<file path="config.mk">
export PLATFORM = sky130hd
export DESIGN_NAME = adcci_top
export DESIGN_NICKNAME = d
export VERILOG_FILES = /design/src/adcci_pkg.sv /design/src/adcci_prescaler.sv /design/src/adcci_sar_seq.sv /design/src/adcci_top.sv
export SDC_FILE = /design/constraint.sdc
export NUM_CORES = 1
export LEC_CHECK = 0
export ABC_AREA = 1
export BUFFER_PORTS_ARGS = -buffer_cell sky130_fd_sc_hd__buf_2
export CAP_MARGIN = 20
export CORE_UTILIZATION = 52
export DETAILED_ROUTE_END_ITERATION = 16
export PLACE_DENSITY_LB_ADDON = 0.15
export SYNTH_ARGS = -nofsm -noshare
export SYNTH_HDL_FRONTEND = slang
export SYNTH_SLANG_ARGS = --single-unit
</file>
<file path="constraint.sdc">
create_clock -name aclk -period 1.9 [get_ports aclk]
set_clock_uncertainty 0.2 [all_clocks]
set_input_delay 0.38 -clock aclk [delete_from_list [all_inputs] [get_ports aclk]]
set_output_delay 0.38 -clock aclk [all_outputs]
set_load 0.01 [all_outputs]
</file>
<file path="src/adcci_pkg.sv">
package adcci_pkg;

	// register indices; the byte address is four times the index
	localparam logic [15:0] IDX_PRIO   = 16'hFF28;
	localparam logic [15:0] IDX_IRQEN  = 16'hFF2A;
	localparam logic [15:0] IDX_FLAG   = 16'hFF2C;
	localparam logic [15:0] IDX_CLKCTL = 16'hFF80;
	localparam logic [15:0] IDX_PINSEL = 16'hFF81;
	localparam logic [15:0] IDX_START  = 16'hFF82;
	localparam logic [15:0] IDX_RESHI  = 16'hFF83;
	localparam logic [15:0] IDX_RESLO  = 16'hFF84;

	localparam int ADDR_W = 18;
	localparam int RES_W  = 10;

	// field positions inside the byte registers
	localparam int PRIO_LSB    = 6;
	localparam int PRIO_RSV_LSB = 4;
	localparam int IRQEN_BIT   = 7;
	localparam int RSV_BIT     = 6;
	localparam int FLAG_BIT    = 7;
	localparam int GATE_BIT    = 3;
	localparam int DIV_LSB     = 0;
	localparam int PIN_LSB     = 4;
	localparam int TRIG_BIT    = 7;
	localparam int CHAN_LSB    = 0;
	localparam int RESLO_BITS  = 2;

	// reset values
	localparam logic [1:0] PRIO_RST = 2'h0;
	localparam logic [2:0] DIV_RST  = 3'h0;
	localparam logic [3:0] PIN_RST  = 4'h0;
	localparam logic [1:0] CHAN_RST = 2'h0;

	// divider code that picks the slow oscillator undivided
	localparam logic [2:0] DIV_SLOW = 3'h7;
	localparam int         PRESC_W  = 6;

	// fixed exception vector of the completion interrupt
	localparam logic [23:0] IRQ_VECTOR = 24'h000024;

	localparam logic [1:0] RESP_OKAY   = 2'h0;
	localparam logic [1:0] RESP_SLVERR = 2'h2;

	typedef enum logic [1:0] {
		SEQ_IDLE    = 2'h0,
		SEQ_DELAY   = 2'h1,
		SEQ_SAMPLE  = 2'h3,
		SEQ_CONVERT = 2'h2
	} adcci_seq_t;

	// drive toward the analog sample-and-hold and comparator core
	typedef struct packed {
		logic             conv_clk;
		logic             sample_hold;
		logic [1:0]       channel;
		logic [RES_W-1:0] trial_code;
	} adcci_core_t;

	// interrupt request toward the processor
	typedef struct packed {
		logic        req;
		logic [1:0]  level;
		logic [23:0] vector;
	} adcci_irq_t;

endpackage

</file>
<file path="src/adcci_prescaler.sv">
`timescale 1ns/1ps
module adcci_prescaler
	import adcci_pkg::*;
(
	// clock and reset
	input  wire logic       aclk,
	input  wire logic       aresetn,
	// oscillator edges, already synchronised
	input  wire logic       fast_edge,
	input  wire logic       slow_edge,
	// settings
	input  wire logic [2:0] divider,
	input  wire logic       gate,
	// gated conversion clock
	output logic            tick,
	output logic            conv_clk
);

	logic [PRESC_W-1:0] cnt_r;
	logic               tick_nxt;

	function automatic logic [PRESC_W-1:0] div_mask(input logic [2:0] sel);
		div_mask = PRESC_W'((7'h01 << sel) - 7'h01);
	endfunction

	always_comb begin
		if (!gate) begin
			tick_nxt = 1'b0;
		end else if (divider == DIV_SLOW) begin
			tick_nxt = slow_edge;
		end else begin
			tick_nxt = fast_edge &&
				((cnt_r & div_mask(divider)) == div_mask(divider));
		end
	end

	// free-running so the divided phase does not depend on the gate
	always_ff @(posedge aclk) begin
		if (!aresetn) begin
			cnt_r <= '0;
		end else if (fast_edge) begin
			cnt_r <= cnt_r + PRESC_W'(1);
		end
	end

	always_ff @(posedge aclk) begin
		if (!aresetn) begin
			tick     <= 1'b0;
			conv_clk <= 1'b0;
		end else begin
			tick <= tick_nxt;
			if (tick_nxt) begin
				conv_clk <= ~conv_clk;
			end
		end
	end

endmodule

</file>
<file path="src/adcci_sar_seq.sv">
`timescale 1ns/1ps
module adcci_sar_seq
	import adcci_pkg::*;
#(
	parameter logic [3:0] DELAY_TICKS  = 4'h2,
	parameter logic [3:0] SAMPLE_TICKS = 4'h3
)(
	// clock and reset
	input  wire logic             aclk,
	input  wire logic             aresetn,
	// control
	input  wire logic             start,
	input  wire logic             tick,
	input  wire logic             comp,
	// status and result
	output logic                  busy,
	output logic                  done,
	output logic [RES_W-1:0]      result,
	// toward the analog core
	output logic                  sample_hold,
	output logic [RES_W-1:0]      trial_code
);

	adcci_seq_t       state_r;
	logic [3:0]       cnt_r;
	logic [3:0]       bit_r;
	logic [RES_W-1:0] code_r;
	logic [RES_W-1:0] kept;

	assign busy        = (state_r != SEQ_IDLE);
	assign sample_hold = (state_r == SEQ_SAMPLE);
	assign trial_code  = code_r;
	assign kept = comp ? code_r : (code_r & ~(RES_W'(1) << bit_r));

	always_ff @(posedge aclk) begin
		if (!aresetn) begin
			state_r <= SEQ_IDLE;
			cnt_r   <= 4'h0;
			bit_r   <= 4'h0;
			code_r  <= '0;
			done    <= 1'b0;
			result  <= '0;
		end else begin
			done <= 1'b0;
			case (state_r)
				SEQ_IDLE: begin
					cnt_r <= 4'h0;
					if (start) begin
						state_r <= SEQ_DELAY;
					end
				end
				SEQ_DELAY: begin
					if (tick) begin
						cnt_r <= cnt_r + 4'h1;
						if (cnt_r == DELAY_TICKS - 4'h1) begin
							cnt_r   <= 4'h0;
							state_r <= SEQ_SAMPLE;
						end
					end
				end
				SEQ_SAMPLE: begin
					if (tick) begin
						cnt_r <= cnt_r + 4'h1;
						if (cnt_r == SAMPLE_TICKS - 4'h1) begin
							state_r <= SEQ_CONVERT;
							bit_r   <= 4'(RES_W - 1);
							code_r  <= RES_W'(1) << (RES_W - 1);
						end
					end
				end
				SEQ_CONVERT: begin
					if (tick) begin
						// successive approximation, msb first
						if (bit_r == 4'h0) begin
							code_r  <= kept;
							result  <= kept;
							done    <= 1'b1;
							state_r <= SEQ_IDLE;
						end else begin
							code_r <= kept | (RES_W'(1) << (bit_r - 4'h1));
							bit_r  <= bit_r - 4'h1;
						end
					end
				end
				default: begin
					state_r <= SEQ_IDLE;
				end
			endcase
		end
	end

endmodule

</file>
<file path="src/adcci_top.sv">
// Summary of operation
// - four pin-select bits route shared pins to analog inputs, readable, reset zero
// - divider 111 picks slow oscillator; 110..000 fast divided 64..1
// - gate bit passes conversion clock only when one; reads as zero
// - writing one to trigger starts conversion when none is running; trigger always reads zero
// - channel field selects one of four analog inputs, resets to first
// - result bits 9..2 in high byte, bits 1..0 in low byte
// - result registers have no reset value until first conversion
// - two-bit priority field sets completion interrupt level, zero means none
// - enable bit permits completion interrupt request, resets disabled
// - completion flag sets on every finished conversion regardless of enable
// - request only when flag, enable and priority above cpu mask
// - writing one clears completion flag, zero leaves it
// - delay, sample, approximate, then load result and set flag together
// - completion interrupt uses its own fixed vector address
`timescale 1ns/1ps
module adcci_top
	import adcci_pkg::*;
#(
	parameter logic [3:0] DELAY_TICKS  = 4'h2,
	parameter logic [3:0] SAMPLE_TICKS = 4'h3
)(
	// clock and reset
	input  wire logic              aclk,
	input  wire logic              aresetn,
	// axi4-lite write address
	input  wire logic [ADDR_W-1:0] s_axi_awaddr,
	input  wire logic              s_axi_awvalid,
	output logic                   s_axi_awready,
	// axi4-lite write data
	input  wire logic [31:0]       s_axi_wdata,
	input  wire logic [3:0]        s_axi_wstrb,
	input  wire logic              s_axi_wvalid,
	output logic                   s_axi_wready,
	// axi4-lite write response
	output logic [1:0]             s_axi_bresp,
	output logic                   s_axi_bvalid,
	input  wire logic              s_axi_bready,
	// axi4-lite read address
	input  wire logic [ADDR_W-1:0] s_axi_araddr,
	input  wire logic              s_axi_arvalid,
	output logic                   s_axi_arready,
	// axi4-lite read data
	output logic [31:0]            s_axi_rdata,
	output logic [1:0]             s_axi_rresp,
	output logic                   s_axi_rvalid,
	input  wire logic              s_axi_rready,
	// oscillators and comparator, asynchronous
	input  wire logic              fast_oscillator,
	input  wire logic              slow_oscillator,
	input  wire logic              comp_in,
	// analog side
	output logic [3:0]             analog_pin_select,
	output adcci_core_t            core_out,
	// processor interrupt
	input  wire logic [1:0]        cpu_irq_mask_level,
	output adcci_irq_t             irq_out,
	output logic                   conv_busy
);

	// ---------------------------------------------------------------
	// software-visible state
	logic [1:0]       completion_irq_priority_r;
	logic [1:0]       prio_rsv_r;
	logic             completion_irq_enable_r;
	logic             irqen_rsv_r;
	logic             completion_flag_r;
	logic             flag_rsv_r;
	logic             converter_clock_gate_r;
	logic [2:0]       converter_clock_divider_r;
	logic [3:0]       analog_pin_select_r;
	logic [1:0]       input_channel_select_r;
	logic [RES_W-1:0] conversion_result_r;
	logic             trigger_r;

	// ---------------------------------------------------------------
	// bus slave state
	logic              aw_held_r;
	logic              w_held_r;
	logic [15:0]       wr_idx_r;
	logic [7:0]        wr_byte_r;
	logic              wr_lane_r;
	logic              wr_go;
	logic [15:0]       rd_idx;

	// ---------------------------------------------------------------
	// pin synchronisers and edge detect
	logic [2:0] sync1_r;
	logic [2:0] sync2_r;
	logic [1:0] osc_prev_r;
	logic       fast_edge;
	logic       slow_edge;

	// converter links
	logic             conv_tick;
	logic             conv_clk;
	logic             seq_done;
	logic [RES_W-1:0] seq_result;
	logic             seq_sample;
	logic [RES_W-1:0] seq_code;

	function automatic logic is_mapped(input logic [15:0] idx);
		case (idx)
			IDX_PRIO, IDX_IRQEN, IDX_FLAG, IDX_CLKCTL,
			IDX_PINSEL, IDX_START, IDX_RESHI, IDX_RESLO: begin
				is_mapped = 1'b1;
			end
			default: begin
				is_mapped = 1'b0;
			end
		endcase
	endfunction

	function automatic logic [15:0] word_idx(input logic [ADDR_W-1:0] a);
		word_idx = a[ADDR_W-1:2];
	endfunction

	// ---------------------------------------------------------------
	// the comparator and oscillators come from outside the clock domain
	always_ff @(posedge aclk) begin
		if (!aresetn) begin
			sync1_r    <= 3'h0;
			sync2_r    <= 3'h0;
			osc_prev_r <= 2'h0;
		end else begin
			sync1_r    <= {comp_in, slow_oscillator, fast_oscillator};
			sync2_r    <= sync1_r;
			osc_prev_r <= sync2_r[1:0];
		end
	end

	assign fast_edge = sync2_r[0] & ~osc_prev_r[0];
	assign slow_edge = sync2_r[1] & ~osc_prev_r[1];

	// ---------------------------------------------------------------
	// write channel: address and data are taken in either order
	assign s_axi_awready = !aw_held_r && !s_axi_bvalid;
	assign s_axi_wready  = !w_held_r && !s_axi_bvalid;
	assign wr_go         = aw_held_r && w_held_r;

	always_ff @(posedge aclk) begin
		if (!aresetn) begin
			aw_held_r <= 1'b0;
			wr_idx_r  <= 16'h0000;
		end else if (wr_go) begin
			aw_held_r <= 1'b0;
		end else if (s_axi_awvalid && s_axi_awready) begin
			aw_held_r <= 1'b1;
			wr_idx_r  <= word_idx(s_axi_awaddr);
		end
	end

	always_ff @(posedge aclk) begin
		if (!aresetn) begin
			w_held_r  <= 1'b0;
			wr_byte_r <= 8'h00;
			wr_lane_r <= 1'b0;
		end else if (wr_go) begin
			w_held_r <= 1'b0;
		end else if (s_axi_wvalid && s_axi_wready) begin
			w_held_r  <= 1'b1;
			wr_byte_r <= s_axi_wdata[7:0];
			wr_lane_r <= s_axi_wstrb[0];
		end
	end

	// unmapped addresses answer with a slave error and change nothing
	always_ff @(posedge aclk) begin
		if (!aresetn) begin
			s_axi_bvalid <= 1'b0;
			s_axi_bresp  <= RESP_OKAY;
		end else if (wr_go) begin
			s_axi_bvalid <= 1'b1;
			s_axi_bresp  <= is_mapped(wr_idx_r) ? RESP_OKAY : RESP_SLVERR;
		end else if (s_axi_bready) begin
			s_axi_bvalid <= 1'b0;
		end
	end

	// ---------------------------------------------------------------
	// register writes; only byte lane 0 carries data
	always_ff @(posedge aclk) begin
		if (!aresetn) begin
			completion_irq_priority_r <= PRIO_RST;
			prio_rsv_r                <= 2'h0;
			completion_irq_enable_r   <= 1'b0;
			irqen_rsv_r               <= 1'b0;
			flag_rsv_r                <= 1'b0;
		end else if (wr_go && wr_lane_r) begin
			if (wr_idx_r == IDX_PRIO) begin
				completion_irq_priority_r <= wr_byte_r[PRIO_LSB +: 2];
				// kept as storage; software is told never to set them
				prio_rsv_r <= wr_byte_r[PRIO_RSV_LSB +: 2];
			end
			if (wr_idx_r == IDX_IRQEN) begin
				completion_irq_enable_r <= wr_byte_r[IRQEN_BIT];
				irqen_rsv_r             <= wr_byte_r[RSV_BIT];
			end
			if (wr_idx_r == IDX_FLAG) begin
				flag_rsv_r <= wr_byte_r[RSV_BIT];
			end
		end
	end

	always_ff @(posedge aclk) begin
		if (!aresetn) begin
			converter_clock_gate_r    <= 1'b0;
			converter_clock_divider_r <= DIV_RST;
			analog_pin_select_r       <= PIN_RST;
			input_channel_select_r    <= CHAN_RST;
		end else if (wr_go && wr_lane_r) begin
			if (wr_idx_r == IDX_CLKCTL) begin
				converter_clock_gate_r    <= wr_byte_r[GATE_BIT];
				converter_clock_divider_r <= wr_byte_r[DIV_LSB +: 3];
			end
			if (wr_idx_r == IDX_PINSEL) begin
				analog_pin_select_r <= wr_byte_r[PIN_LSB +: 4];
			end
			if (wr_idx_r == IDX_START) begin
				input_channel_select_r <= wr_byte_r[CHAN_LSB +: 2];
			end
		end
	end

	// trigger is a one-cycle pulse; it lands on the same edge as the channel
	// so the conversion starts with the channel of the same write
	always_ff @(posedge aclk) begin
		if (!aresetn) begin
			trigger_r <= 1'b0;
		end else begin
			trigger_r <= wr_go && wr_lane_r && (wr_idx_r == IDX_START) &&
				wr_byte_r[TRIG_BIT] && !conv_busy;
		end
	end

	// completion flag: a finishing conversion beats a clearing write
	always_ff @(posedge aclk) begin
		if (!aresetn) begin
			completion_flag_r <= 1'b0;
		end else if (seq_done) begin
			completion_flag_r <= 1'b1;
		end else if (wr_go && wr_lane_r && (wr_idx_r == IDX_FLAG) &&
				wr_byte_r[FLAG_BIT]) begin
			completion_flag_r <= 1'b0;
		end
	end

	// result has no reset on purpose; it is loaded with the flag
	always_ff @(posedge aclk) begin
		if (seq_done) begin
			conversion_result_r <= seq_result;
		end
	end

	// ---------------------------------------------------------------
	// read channel: answer on the same edge that takes the address
	assign s_axi_arready = !s_axi_rvalid;
	assign rd_idx        = word_idx(s_axi_araddr);

	always_ff @(posedge aclk) begin
		if (!aresetn) begin
			s_axi_rvalid <= 1'b0;
			s_axi_rdata  <= 32'h00000000;
			s_axi_rresp  <= RESP_OKAY;
		end else if (s_axi_arvalid && s_axi_arready) begin
			s_axi_rvalid <= 1'b1;
			s_axi_rresp  <= is_mapped(rd_idx) ? RESP_OKAY : RESP_SLVERR;
			s_axi_rdata  <= 32'h00000000;
			case (rd_idx)
				IDX_PRIO: begin
					s_axi_rdata[PRIO_LSB +: 2]     <= completion_irq_priority_r;
					s_axi_rdata[PRIO_RSV_LSB +: 2] <= prio_rsv_r;
				end
				IDX_IRQEN: begin
					s_axi_rdata[IRQEN_BIT] <= completion_irq_enable_r;
					s_axi_rdata[RSV_BIT]   <= irqen_rsv_r;
				end
				IDX_FLAG: begin
					s_axi_rdata[FLAG_BIT] <= completion_flag_r;
					s_axi_rdata[RSV_BIT]  <= flag_rsv_r;
				end
				IDX_CLKCTL: begin
					// gate bit is not readable and shows zero
					s_axi_rdata[DIV_LSB +: 3] <= converter_clock_divider_r;
				end
				IDX_PINSEL: begin
					s_axi_rdata[PIN_LSB +: 4] <= analog_pin_select_r;
				end
				IDX_START: begin
					// trigger bit reads zero
					s_axi_rdata[CHAN_LSB +: 2] <= input_channel_select_r;
				end
				IDX_RESHI: begin
					s_axi_rdata[7:0] <= conversion_result_r[RES_W-1:RESLO_BITS];
				end
				IDX_RESLO: begin
					s_axi_rdata[RESLO_BITS-1:0] <=
						conversion_result_r[RESLO_BITS-1:0];
				end
				default: begin
					s_axi_rdata <= 32'h00000000;
				end
			endcase
		end else if (s_axi_rready) begin
			s_axi_rvalid <= 1'b0;
		end
	end

	// ---------------------------------------------------------------
	// interrupt request, registered one edge after its causes
	always_ff @(posedge aclk) begin
		if (!aresetn) begin
			irq_out <= '0;
		end else begin
			irq_out.req <= completion_flag_r && completion_irq_enable_r &&
				(completion_irq_priority_r > cpu_irq_mask_level);
			irq_out.level  <= completion_irq_priority_r;
			irq_out.vector <= IRQ_VECTOR;
		end
	end

	// ---------------------------------------------------------------
	// converter clock and sequencer
	adcci_prescaler u_prescaler (
		.aclk      (aclk),
		.aresetn   (aresetn),
		.fast_edge (fast_edge),
		.slow_edge (slow_edge),
		.divider   (converter_clock_divider_r),
		.gate      (converter_clock_gate_r),
		.tick      (conv_tick),
		.conv_clk  (conv_clk)
	);

	// the comparator bit must settle within one conversion tick
	adcci_sar_seq #(
		.DELAY_TICKS  (DELAY_TICKS),
		.SAMPLE_TICKS (SAMPLE_TICKS)
	) u_sar_seq (
		.aclk        (aclk),
		.aresetn     (aresetn),
		.start       (trigger_r),
		.tick        (conv_tick),
		.comp        (sync2_r[2]),
		.busy        (conv_busy),
		.done        (seq_done),
		.result      (seq_result),
		.sample_hold (seq_sample),
		.trial_code  (seq_code)
	);

	// ---------------------------------------------------------------
	// outputs toward pads and analog core
	assign analog_pin_select    = analog_pin_select_r;
	assign core_out.conv_clk    = conv_clk;
	assign core_out.sample_hold = seq_sample;
	assign core_out.channel     = input_channel_select_r;
	assign core_out.trial_code  = seq_code;

endmodule

</file>
# After elaboration in Yosys (flattened, before gate mapping)
# Cells that the tools add are included.
# classes
eq_ne	31
n_bitwise	11
n_mux	46
add_sub_neg	4
shifts	3
magnitude_cmp	1
reduce_logical	45
# op_table
operator	n
$eq 16x16->1 const B	16
$mux 10	5
$mux 4	7
$pmux 10 s2	1
$shl 1x4->10 const A	2
$mux 2	9
$mux 1	16
$pmux 2 s4	2
$reduce_and 2->1	8
$reduce_or 8->1	2
$logic_and 1x1->1	15
$pmux 4 s3	1
$and 10x10->10	1
$not 10->10	1
$or 10x10->10	1
$pmux 2 s5	1
$reduce_bool 2->1	5
$reduce_and 3->1	3
$ne 2x1->1 const B	4
$ne 2x2->1 const B	4
$pmux 4 s2	1
$reduce_and 7->1	1
$add 6x1->6 const B	1
$and 6x6->6	1
23 further kinds	33
# word_totals
ff_bits	144
elab_cells	178
output_inout_bits	87
inputBits	84

# Depth between registers and ports, before layout
# Gate-level depths: netlist (run 1).
# logic_depth
depth_word	8
ltp_mapped	10
depth_no_buf	10

# Hierarchy
# From an unflattened synthesis (run 1), not the netlist that was laid out.
# unflattened
cells_unflattened	772
area_unflattened_um2	5760.5
# by_module_without_submodules
module	cells_each	area_per_inst_um2	seq_area_each_um2	instances
adcci_top	478	3747.3	1701.6	1
adcci_sar_seq	237	1609.0	620.6	1
adcci_prescaler	57	404.1	160.2	1

# Worst setup path before layout (run 1)
# No wires, ideal clock.
# synth_path
kind	reg-to-reg
from	register u_sar_seq.bit_r[0]
to	register u_sar_seq.code_r[5], in the netlist u_sar_seq.trial_code[5]
stages_incl_launch_ff	9
arrival_ns	1.338
required_time_ns	1.568
path_buffers	0
synth_period_minus_slack_ns	1.670
setup_slack_ns	0.230
setup_ns	0.132
path_cell_list	dfxtp_1 > inv_1 > ha_1 > xnor2_1 > inv_1 > nand3_1 > o21ai_1 > nand2_1 > a21oi_2
# synth_between
elab_chain_len	8
elab_cells_between_ends	11
cone_classes	1 x add/sub; 2 x shift; 4 x mux; 3 x bitwise; 1 x reduce/logical
# synth_lines
element	line	source
from (decl)	adcci_sar_seq.sv:26	logic [3:0] bit_r;
from (signal assigned)	adcci_sar_seq.sv:66	bit_r <= 4'(RES_W - 1);
from (signal assigned)	adcci_sar_seq.sv:81	bit_r <= bit_r - 4'h1;
branches (longest 5 deep; another with $sub 4x1->4)	n/a	
$mux 10 (*)	adcci_sar_seq.sv:74	if (bit_r == 4'h0) begin
$mux 10 (*)	adcci_sar_seq.sv:72	if (tick) begin
$pmux 10 s2 (*)	adcci_sar_seq.sv:45	case (state_r)
to (signal assigned)	adcci_sar_seq.sv:67	code_r <= RES_W'(1) << (RES_W - 1);
to (signal assigned)	adcci_sar_seq.sv:75	code_r <= kept;
to (signal assigned)	adcci_sar_seq.sv:80	code_r <= kept | (RES_W'(1) << (bit_r - 4'h1));
to (decl)	adcci_sar_seq.sv:27	logic [RES_W-1:0] code_r;
# Mark *: on every way between the ends. The select of a mux whose other input is x is not followed.
# A chain may end at the register's enable or synchronous reset.

# Final worst setup path (run 1)
# layout_path
from	register u_sar_seq.bit_r[1]
to	register u_sar_seq.state_r[1]
# layout_between
elab_chain_len	3
# layout_lines
element	line	source
$logic_not 4->1	adcci_sar_seq.sv:74	
$ne 2x1->1 (no line)	n/a	
$reduce_and 7->1 (no line)	n/a	
to (signal assigned)	adcci_sar_seq.sv:65	state_r <= SEQ_CONVERT;
to (signal assigned)	adcci_sar_seq.sv:78	state_r <= SEQ_IDLE;
to (signal assigned)	adcci_sar_seq.sv:86	state_r <= SEQ_IDLE;
to (decl)	adcci_sar_seq.sv:24	adcci_seq_t state_r;
# Every way passes these cells.

==> results.env, run 1 <==
RUN_STATUS='complete, no violations'
SYNTH_COMPOUND_AREA_FRAC=0.123
FINAL_MAX_SLEW_VIOL_COUNT=0
POSTSYNTHCELLCOUNT=804
UTILIZATION=0.633
CRIT_PATH_END_KIND='flop'
PLACEMENT_ROWS=38
CTS_MAX_PATH_BUFFERS=2
DRT_PRE_ANTENNA_ITERS=5
YOSYS_WARNINGS=0
CELLPOWERDENSITY_nW_PER_UM2=856
SHARE_OF_THE_CLOCK_PERIOD_USED_BY_THE_WORST_PATH=0.960
POWER_FRAC_CLOCK=0.480
SYNTH_ASYNC_SR_FLOP_SHARE=0
IOS=171
CTS_TREE='done'
CTS_ROOT_BUF='sky130_fd_sc_hd__clkbuf_16'
DRTITER0DRC=283
CP_SLOWEST_CELL='sky130_fd_sc_hd__dfxtp_1'
FF2FF_PATH_DEPTH=8
AREA_GROWTH_PCT=17.3
SEQUENTIALPOWERSHARE=0.450
TIMING.HOLD.WORST.CLASS='input pin to flop'
GRT_FIRST_PASS_WIRELENGTH_MM=21.2
FIN_CRIT_NS=1.82
POWER.LEAKAGE_nW=3.32
CP-START-KIND='flop'
REGISTER_TO_REGISTER_SETUP_SLACK_NS=0.08
FINAL_HOLD_VIOL_COUNT=0
SYNTH.CELL_AREA_SQ_UM=5900
SYNTH-EDFF-COUNT=10
PRE_CTS_SLACK_NS=0.0224
PLACE_HPWL_MM=9.56
DIEWIDTH_MICRONS=108
GRT_ANTENNA_BEFORE_REPAIR=0
COREAREA_SQ_UM=10900
FINAL.SETUP.TNS_NS=0
DIEHEIGHT_MICRONS=108
NET_SWITCHING_SHARE_OF_THE_TOTAL_POWER=0.241
WORST_SETUP_PATH_STARTPOINT='u_sar_seq.bit_r[1]$_SDFFE_PN0P_'
INSERTION_DELAY_NS=0.41
WORSTPATHMAXFANOUT=5
VIA_COUNT=5260
DIEAREA_SQ_UM=11800
IO_BUFFER_COUNT=91
FINAL_LAYOUT_SIZE_SUFFIX_GT1_FRAC=0.188
SYNTH_SIMPLE_GATE_AREA_SHARE=0.276
MAX-CAP-VIOLATIONS=0
TIMING.CRITICAL_PATH.ARRIVAL_NS=1.92
ANTENNA_LEFT=0
LARGEST_FAMILY_OF_LOGIC_CELLS_BY_SYNTHESIZED_AREA='simple AND/OR/NAND/NOR gates'
WORST_PATH_LARGEST_CELL_DELAY_NS=0.34
CRITICAL_PATH.ENDPOINT='u_sar_seq.state_r[1]$_SDFFE_PN0P_'
P_INT_mW=4.49
WL_PER_CELL_MICRONS=12.4
NETLIST-CELL-TYPE-COUNT=45
SETUP_SLACK_OF_THE_CRITICAL_PATH_AFTER_LAYOUT_NS=0.0768
LARGEST_NET_DEGREE_AT_THE_START_OF_GLOBAL_ROUTING=42
CRITICAL_PATH_REQUIRED_NS=2.00
CTS-BUFFERS-INSERTED=17
CTS_NUM_SINKS=119
SYNTH_FA_HA_AREA_FRAC=0.0255
WIRELENGTH_MM=13.1
GROUTE.USAGE.OVERALL=0.233
SYNTH-SEQ-AREA-SHARE=0.421
FIRST_GLOBAL_VIAS=4755
CRITICAL_PATH_CLASS='flop to flop'
REGTOREGSTARTPOINT='u_sar_seq.bit_r[1]$_SDFFE_PN0P_'
CELLS_TRAVERSED_ALONG_THE_WORST_TIMING_PATH='inv_2 -> ha_2 -> nand2_2 -> nor2_4 -> o21ai_1 -> nor3_2 -> buf_4 -> a21oi_1'
CTS.REPORTEDPATHS.CLKPINSLEW_NS=0.05
PLACE.GP.CONGESTION=0.864
NETSWITCHINGPOWER_mW=1.43
R2R-END='u_sar_seq.state_r[1]$_SDFFE_PN0P_'
INITIAL_CORE_UTIL=0.539
DRT_DRC_VIOLATIONS_LEFT=0
AVGSYNTHCELLAREA_SQ_UM=7.33
AVGVIACOUNTPERCELL=4.97
FINALSETUPVIOLATIONS=0
MUXSHAREOFSYNTHAREA=0
YS_DOMINANT_REG_CELL='sky130_fd_sc_hd__dfxtp_1'
YOSYS.AREA_SHARE.XOR_XNOR=0.00722
IRDROPWORSTVDD_uV=614
TOTAL_OF_FLIP_FLOPS_PLUS_LATCHES_AFTER_SYNTHESIS=119
FMAX_GHz=0.548
HTREE_NUM_LEVELS=4
DIODES=0
POWER.COMBINATIONAL.FRACTION=0.071
GRT_OVERFLOW=0
FINISH.NET_COUNT=1001
==> Yosys cell counts, types with 4 or more instances <==
cell type | count | area [sq um]
sky130_fd_sc_hd__edfxtp_1 | 10 | 300
sky130_fd_sc_hd__buf_2 | 4 | 20.0
sky130_fd_sc_hd__nor2_1 | 125 | 469
sky130_fd_sc_hd__buf_4 | 55 | 413
sky130_fd_sc_hd__o31ai_1 | 5 | 37.5
sky130_fd_sc_hd__o21ai_1 | 4 | 20.0
sky130_fd_sc_hd__nor3_1 | 5 | 25.0
sky130_fd_sc_hd__clkbuf_1 | 12 | 45.0
sky130_fd_sc_hd__nand2_1 | 147 | 552
sky130_fd_sc_hd__a21oi_1 | 53 | 265
sky130_fd_sc_hd__dfxtp_1 | 109 | 2180
sky130_fd_sc_hd__ha_1 | 12 | 150
sky130_fd_sc_hd__o21ai_0 | 53 | 265
sky130_fd_sc_hd__nand4_1 | 9 | 56.3
sky130_fd_sc_hd__inv_2 | 4 | 15.0
sky130_fd_sc_hd__inv_1 | 91 | 342
sky130_fd_sc_hd__nand3_1 | 61 | 305
==> critical path: cells and delay by family, from the launching register on <==
family / cells / cell delay (ns)
AO/OA/AOI/OAI: 2 / 0.17
buffers and inverters: 2 / 0.27
adder cells (fa/ha/maj): 1 / 0.21
flip-flops: 1 / 0.34
AND/OR/NAND/NOR: 3 / 0.53
==> worst min-delay path by stage <==
stage	from	end	cells after the start
3_5_place_dp	sync1_r[2]$_SDFF_PN0_	sync2_r[2]$_SDFF_PN0_	2
4_1_cts	s_axi_awaddr[8]	wr_idx_r[6]$_SDFFE_PN0P_	3
5_1_grt	s_axi_awaddr[10]	wr_idx_r[8]$_SDFFE_PN0P_	3
6_report	s_axi_awaddr[8]	wr_idx_r[6]$_SDFFE_PN0P_	3
3_3_place_gp	sync1_r[1]$_SDFF_PN0_	sync2_r[1]$_SDFF_PN0_	2
2_1_floorplan	sync1_r[0]$_SDFF_PN0_	sync2_r[0]$_SDFF_PN0_	2
==> stage by stage <==
step           total power [mW]  hold slack [ns]  instances  area (sq um)
2_1_floorplan              3.05            0.190        851          6070
3_3_place_gp               3.11            0.195       1020          6300
3_5_place_dp               3.13            0.201       1020          6300
4_1_cts                    5.96          0.00865       1056          6870
5_1_grt                    6.14           0.0309       1058          6920
6_report                   5.92           0.0154       1058          6920
==> power by group through the flow <==
| stage | clock (mW) | sequential, mW | combinational [mW] |
|---|---|---|---|
| after floorplan | 0 | 2.70 | 0.349 |
| after global placement | 0 | 2.71 | 0.401 |
| after detailed placement | 0 | 2.71 | 0.412 |
| after CTS | 2.88 | 2.66 | 0.420 |
| after global routing | 2.99 | 2.67 | 0.479 |
| final | 2.84 | 2.66 | 0.419 |
==> kinds of logic after synthesis <==
kind of cell	after synthesis
buffers and inverters	169
adder cells (fa/ha/maj)	12
AO/OA/AOI/OAI	132
other	1
AND/OR/NAND/NOR	367
flip-flops	119
XOR/XNOR	4
==> routing by layer <==
| metal | global-route usage | up-vias | share of wire |
|---|---|---|---|
| met5 | 0 | - | 0 |
| met4 | 0.107 | 0 | 0.016 |
| met3 | 0.0530 | 20 | 0.053 |
| met2 | 0.415 | 154 | 0.51 |
| met1 | 0.263 | 2392 | 0.42 |
| li1 | - | 2694 | - |
==> state kept, by name, indices dropped and copies added (netlist names), 6 cells and up <==
signal	flops
wr_idx_r	16
conversion_result_r	10
u_sar_seq.result	10
u_sar_seq.trial_code	10
s_axi_rdata	8
wr_byte_r	8
u_prescaler.cnt_r	6
==> repair_timing <==
item	in CTS	in global routing
resized for setup	0	15
setup buffers	0	2
hold buffers	4	0
endpoints found under the hold margin	4	0
endpoints found under the setup margin	0	26
==> placed cells by master (no fill, tap or decap), drive strengths merged <==
cell / count
a22oi: 1
nor3: 7
buf: 104
a211oi: 4
clkinv: 6
xor2: 2
o22ai: 1
nand4: 13
dfxtp: 109
xnor2: 2
nor2: 132
or2: 2
clkinvlp: 2
ha: 12
nand2: 150
o211ai: 3
a21oi: 56
edfxtp: 10
dlygate4sd3: 4
o21ai: 58
nor4: 1
a31oi: 2
inv: 97
o21a: 2
o31ai: 5
conb: 48
clkbuf: 23
nand3: 62
==> area by class of cell <==
cell class | count | area [sq um]
Tap cell | 140 | 175
Fill cell | 940 | 4020
Clock inverter | 9 | 51.3
Clock buffer | 23 | 478
Inverter | 96 | 368
Timing Repair Buffer | 108 | 606
Sequential cell | 119 | 2480
Multi-Input combinational cell | 563 | 2760
Power figures use the tool's default switching activity.
==> run 2, diff against run 1 <==
CORE_UTILIZATION = 47   (was 52)
SLEW_MARGIN = 20   (was not set)
clock period = 1.5 ns   (was 1.9 ns; I/O delays follow)
==> results.env, run 2 (synthesis gave the netlist of run 1 again) <==
RUN_STATUS='finished with violations'
VIOLATIONS_IN_THE_FINAL_REPORTS='negative setup slack'
CTS_MAX_PATH_BUFFERS=2  # unchanged
CRITICAL_PATH.ENDPOINT='u_sar_seq.trial_code[2]$_SDFFE_PN0P_'
FINALSETUPVIOLATIONS=48  # +48
GROUTE.USAGE.OVERALL=0.255  # +0.0215
IRDROPWORSTVDD_uV=958  # +56%
FINALNONFILLERCELLS=1208  # +14%
DRT_DRC_VIOLATIONS_LEFT=0  # unchanged
IO_BUFFER_COUNT=91  # unchanged
AREA_GROWTH_PCT=47.2
POWER.LEAKAGE_nW=4.03  # +22%
TIMING.HOLD.WORST.CLASS='input pin to flop'
PLACEMENT_ROWS=40  # +5.3%
CTS_NUM_SINKS=119  # unchanged
DRTITER0DRC=386  # +36%
SHARE_OF_THE_CLOCK_PERIOD_USED_BY_THE_WORST_PATH=1.16  # +0.199
ANTENNA_LEFT=0  # unchanged
DIEWIDTH_MICRONS=114  # +5.1%
CRIT_PATH_END_KIND='flop'
WL_PER_CELL_MICRONS=13.9  # +12%
MAX-CAP-VIOLATIONS=0  # unchanged
FINAL_MAX_SLEW_VIOL_COUNT=0  # unchanged
PLACE_HPWL_MM=10.3  # +7.4%
WORST_PATH_LARGEST_CELL_DELAY_NS=0.39  # +0.05 ns
DIEAREA_SQ_UM=13000  # +10%
PATH_BUF_INV=3  # +1
REGISTER_TO_REGISTER_SETUP_SLACK_NS=-0.24  # -0.31 ns
PLACE_INST=1111  # +8.9%
CP_SLOWEST_CELL='sky130_fd_sc_hd__dfxtp_4'
WIRELENGTH_MM=16.8  # +28%
MOSTFREQUENTLAYOUTCELLS='sky130_fd_sc_hd__nand2_1, sky130_fd_sc_hd__nor2_1, sky130_fd_sc_hd__buf_2, sky130_fd_sc_hd__buf_4, sky130_fd_sc_hd__dfxtp_1'
TIMING.CRITICAL_PATH.ARRIVAL_NS=1.88  # -0.04 ns
CELLPOWERDENSITY_nW_PER_UM2=991  # +16%
CRITICAL_PATH_CLASS='flop to flop'
CRITICAL_PATH_REQUIRED_NS=1.65  # -0.35 ns
DIEHEIGHT_MICRONS=114  # +5.1%
LARGEST_REGISTER='wr_idx_r'
HTREE_NUM_LEVELS=4  # unchanged
GRT_FIRST_PASS_WIRELENGTH_MM=26.0  # +23%
AVGVIACOUNTPERCELL=4.94  # -0.55%
PATH_DEPTH=11  # +3
CTS-BUFFERS-INSERTED=17  # unchanged
FIRST_GLOBAL_VIAS=5804  # +22%
PATH_DELAY_FAMILY='simple AND/OR/NAND/NOR gates'
DRT_PRE_ANTENNA_ITERS=5  # unchanged
FINISH.NET_COUNT=1122  # +12%
WORSTPATHMAXFANOUT=5  # unchanged
FINAL_LAYOUT_SIZE_SUFFIX_GT1_FRAC=0.358  # +0.170
REGTOREGSTARTPOINT='u_sar_seq.bit_r[0]$_SDFFE_PN0P_'
INSERTION_DELAY_NS=0.42  # about the same
INITIAL_CORE_UTIL=0.487  # -0.0524
GRT_OVERFLOW=0  # unchanged
IOS=171  # unchanged
CP-START-KIND='flop'
CTS.REPORTEDPATHS.CLKPINSLEW_NS=0.06  # about the same
R2R-END='u_sar_seq.trial_code[2]$_SDFFE_PN0P_'
CTS_ROOT_BUF='sky130_fd_sc_hd__clkbuf_16'
PLACE.GP.CONGESTION=0.926  # +7.1%
LARGEST_NET_DEGREE_AT_THE_START_OF_GLOBAL_ROUTING=40  # -4.8%
MAX_FFS_PER_REGISTER=16  # unchanged
FINAL.FILL_COUNT=912  # -3.0%
SETUP_SLACK_OF_THE_CRITICAL_PATH_AFTER_LAYOUT_NS=-0.237  # -0.314 ns
FMAX_GHz=0.576  # +4.9%
COREAREA_SQ_UM=12100  # +11%
VIA_COUNT=5973  # +14%
FINAL_HOLD_VIOL_COUNT=0  # unchanged
FF2FF_PATH_DEPTH=11  # +3
CELLS_TRAVERSED_ALONG_THE_WORST_TIMING_PATH='inv_6 -> ha_4 -> nand2_4 -> nor2_4 -> buf_6 -> buf_6 -> nor2_4 -> nand3_2 -> nand2_1 -> nand2_1 -> a21oi_1'
PRE_CTS_SLACK_NS=-0.313  # -0.336 ns
FINAL_COMMON_CELL='sky130_fd_sc_hd__nand2_1'
UNREPAIRED_SETUP_ENDPOINTS_AFTER_GLOBAL_ROUTING='yes'
FIN_CRIT_NS=1.74  # -0.0859 ns
WORST_SETUP_PATH_STARTPOINT='u_sar_seq.bit_r[0]$_SDFFE_PN0P_'
CTS_TREE='done'
GRT_ANTENNA_BEFORE_REPAIR=1  # +1
[run 2: power breakdown]
part | internal (mW) | switching [mW]
sequential | 3.30 | 0.0892
clock | 2.97 | 1.47
combinational | 0.336 | 0.441
total | 6.60 | 2.00
[run 2: timing repair]
| action | CTS | global route |
|---|---|---|
| setup endpoints to repair | 54 | 69 |
| hold endpoints to repair | 28 | 1 |
| pin swaps | 40 | 27 |
| buffers inserted | 15 | 17 |
| cloned | 2 | 1 |
| resized for setup | 115 | 66 |
| hold buffers | 30 | 1 |
[run 2: metal layers]
| layer | vias to the layer above | share of wire | GRT usage | wire (microns) |
|---|---|---|---|---|
| li1 | 2942 | - | - | - |
| met4 | 0 | 0.032 | 0.129 | 532 |
| met2 | 215 | 0.52 | 0.467 | 8800 |
| met3 | 48 | 0.046 | 0.0526 | 775 |
| met5 | - | 0 | 0 | 0 |
| met1 | 2768 | 0.40 | 0.276 | 6680 |
[run 2: through the flow]
stage	utilization	hold slack, ns	power, mW	area, sq um	TNS (ns)
2_1_floorplan	-	0.128	3.87	6110	-0.160
3_3_place_gp	0.567	0.196	4.03	6870	-4.13
3_5_place_dp	0.567	0.204	4.05	6870	-6.47
4_1_cts	0.687	0.00102	8.56	8330	-3.93
5_1_grt	0.716	0.00886	8.88	8680	-9.42
6_report	0.716	0.00988	8.60	8680	-5.84
[run 2: layout make-up]
cell class | count | area, sq um | share of cell area
multi-input cells | 563 | 3230 | 0.373
flip-flops and latches | 119 | 2520 | 0.291
repair buffers | 226 | 1660 | 0.191
clock buffers | 18 | 439 | 0.0506
inverters | 96 | 385 | 0.0444
well taps | 168 | 210 | 0.0242
clock inverters | 14 | 204 | 0.0235
repair inverters | 3 | 17.5 | 0.00202
diodes | 1 | 2.50 | 0.000288
[run 2: worst min-delay path, delay by kind of cell]
kind	cells	cell delay [ns]
compound gates	2	0.21
buf+inv	1	0.08
[run 2: worst min-delay path by stage]
stage,start,end,slack (ns),cells past startpoint
4_1_cts,s_axi_rready,s_axi_rvalid$_SDFFE_PN0P_,0.001,3
3_5_place_dp,sync1_r[0]$_SDFF_PN0_,sync2_r[0]$_SDFF_PN0_,0.20,2
3_3_place_gp,sync1_r[2]$_SDFF_PN0_,sync2_r[2]$_SDFF_PN0_,0.20,2
2_1_floorplan,aresetn,irq_out[2]$_DFF_P_,0.13,0
6_report,s_axi_awaddr[2],wr_idx_r[0]$_SDFFE_PN0P_,0.01,3
5_1_grt,s_axi_rready,s_axi_rvalid$_SDFFE_PN0P_,0.009,3
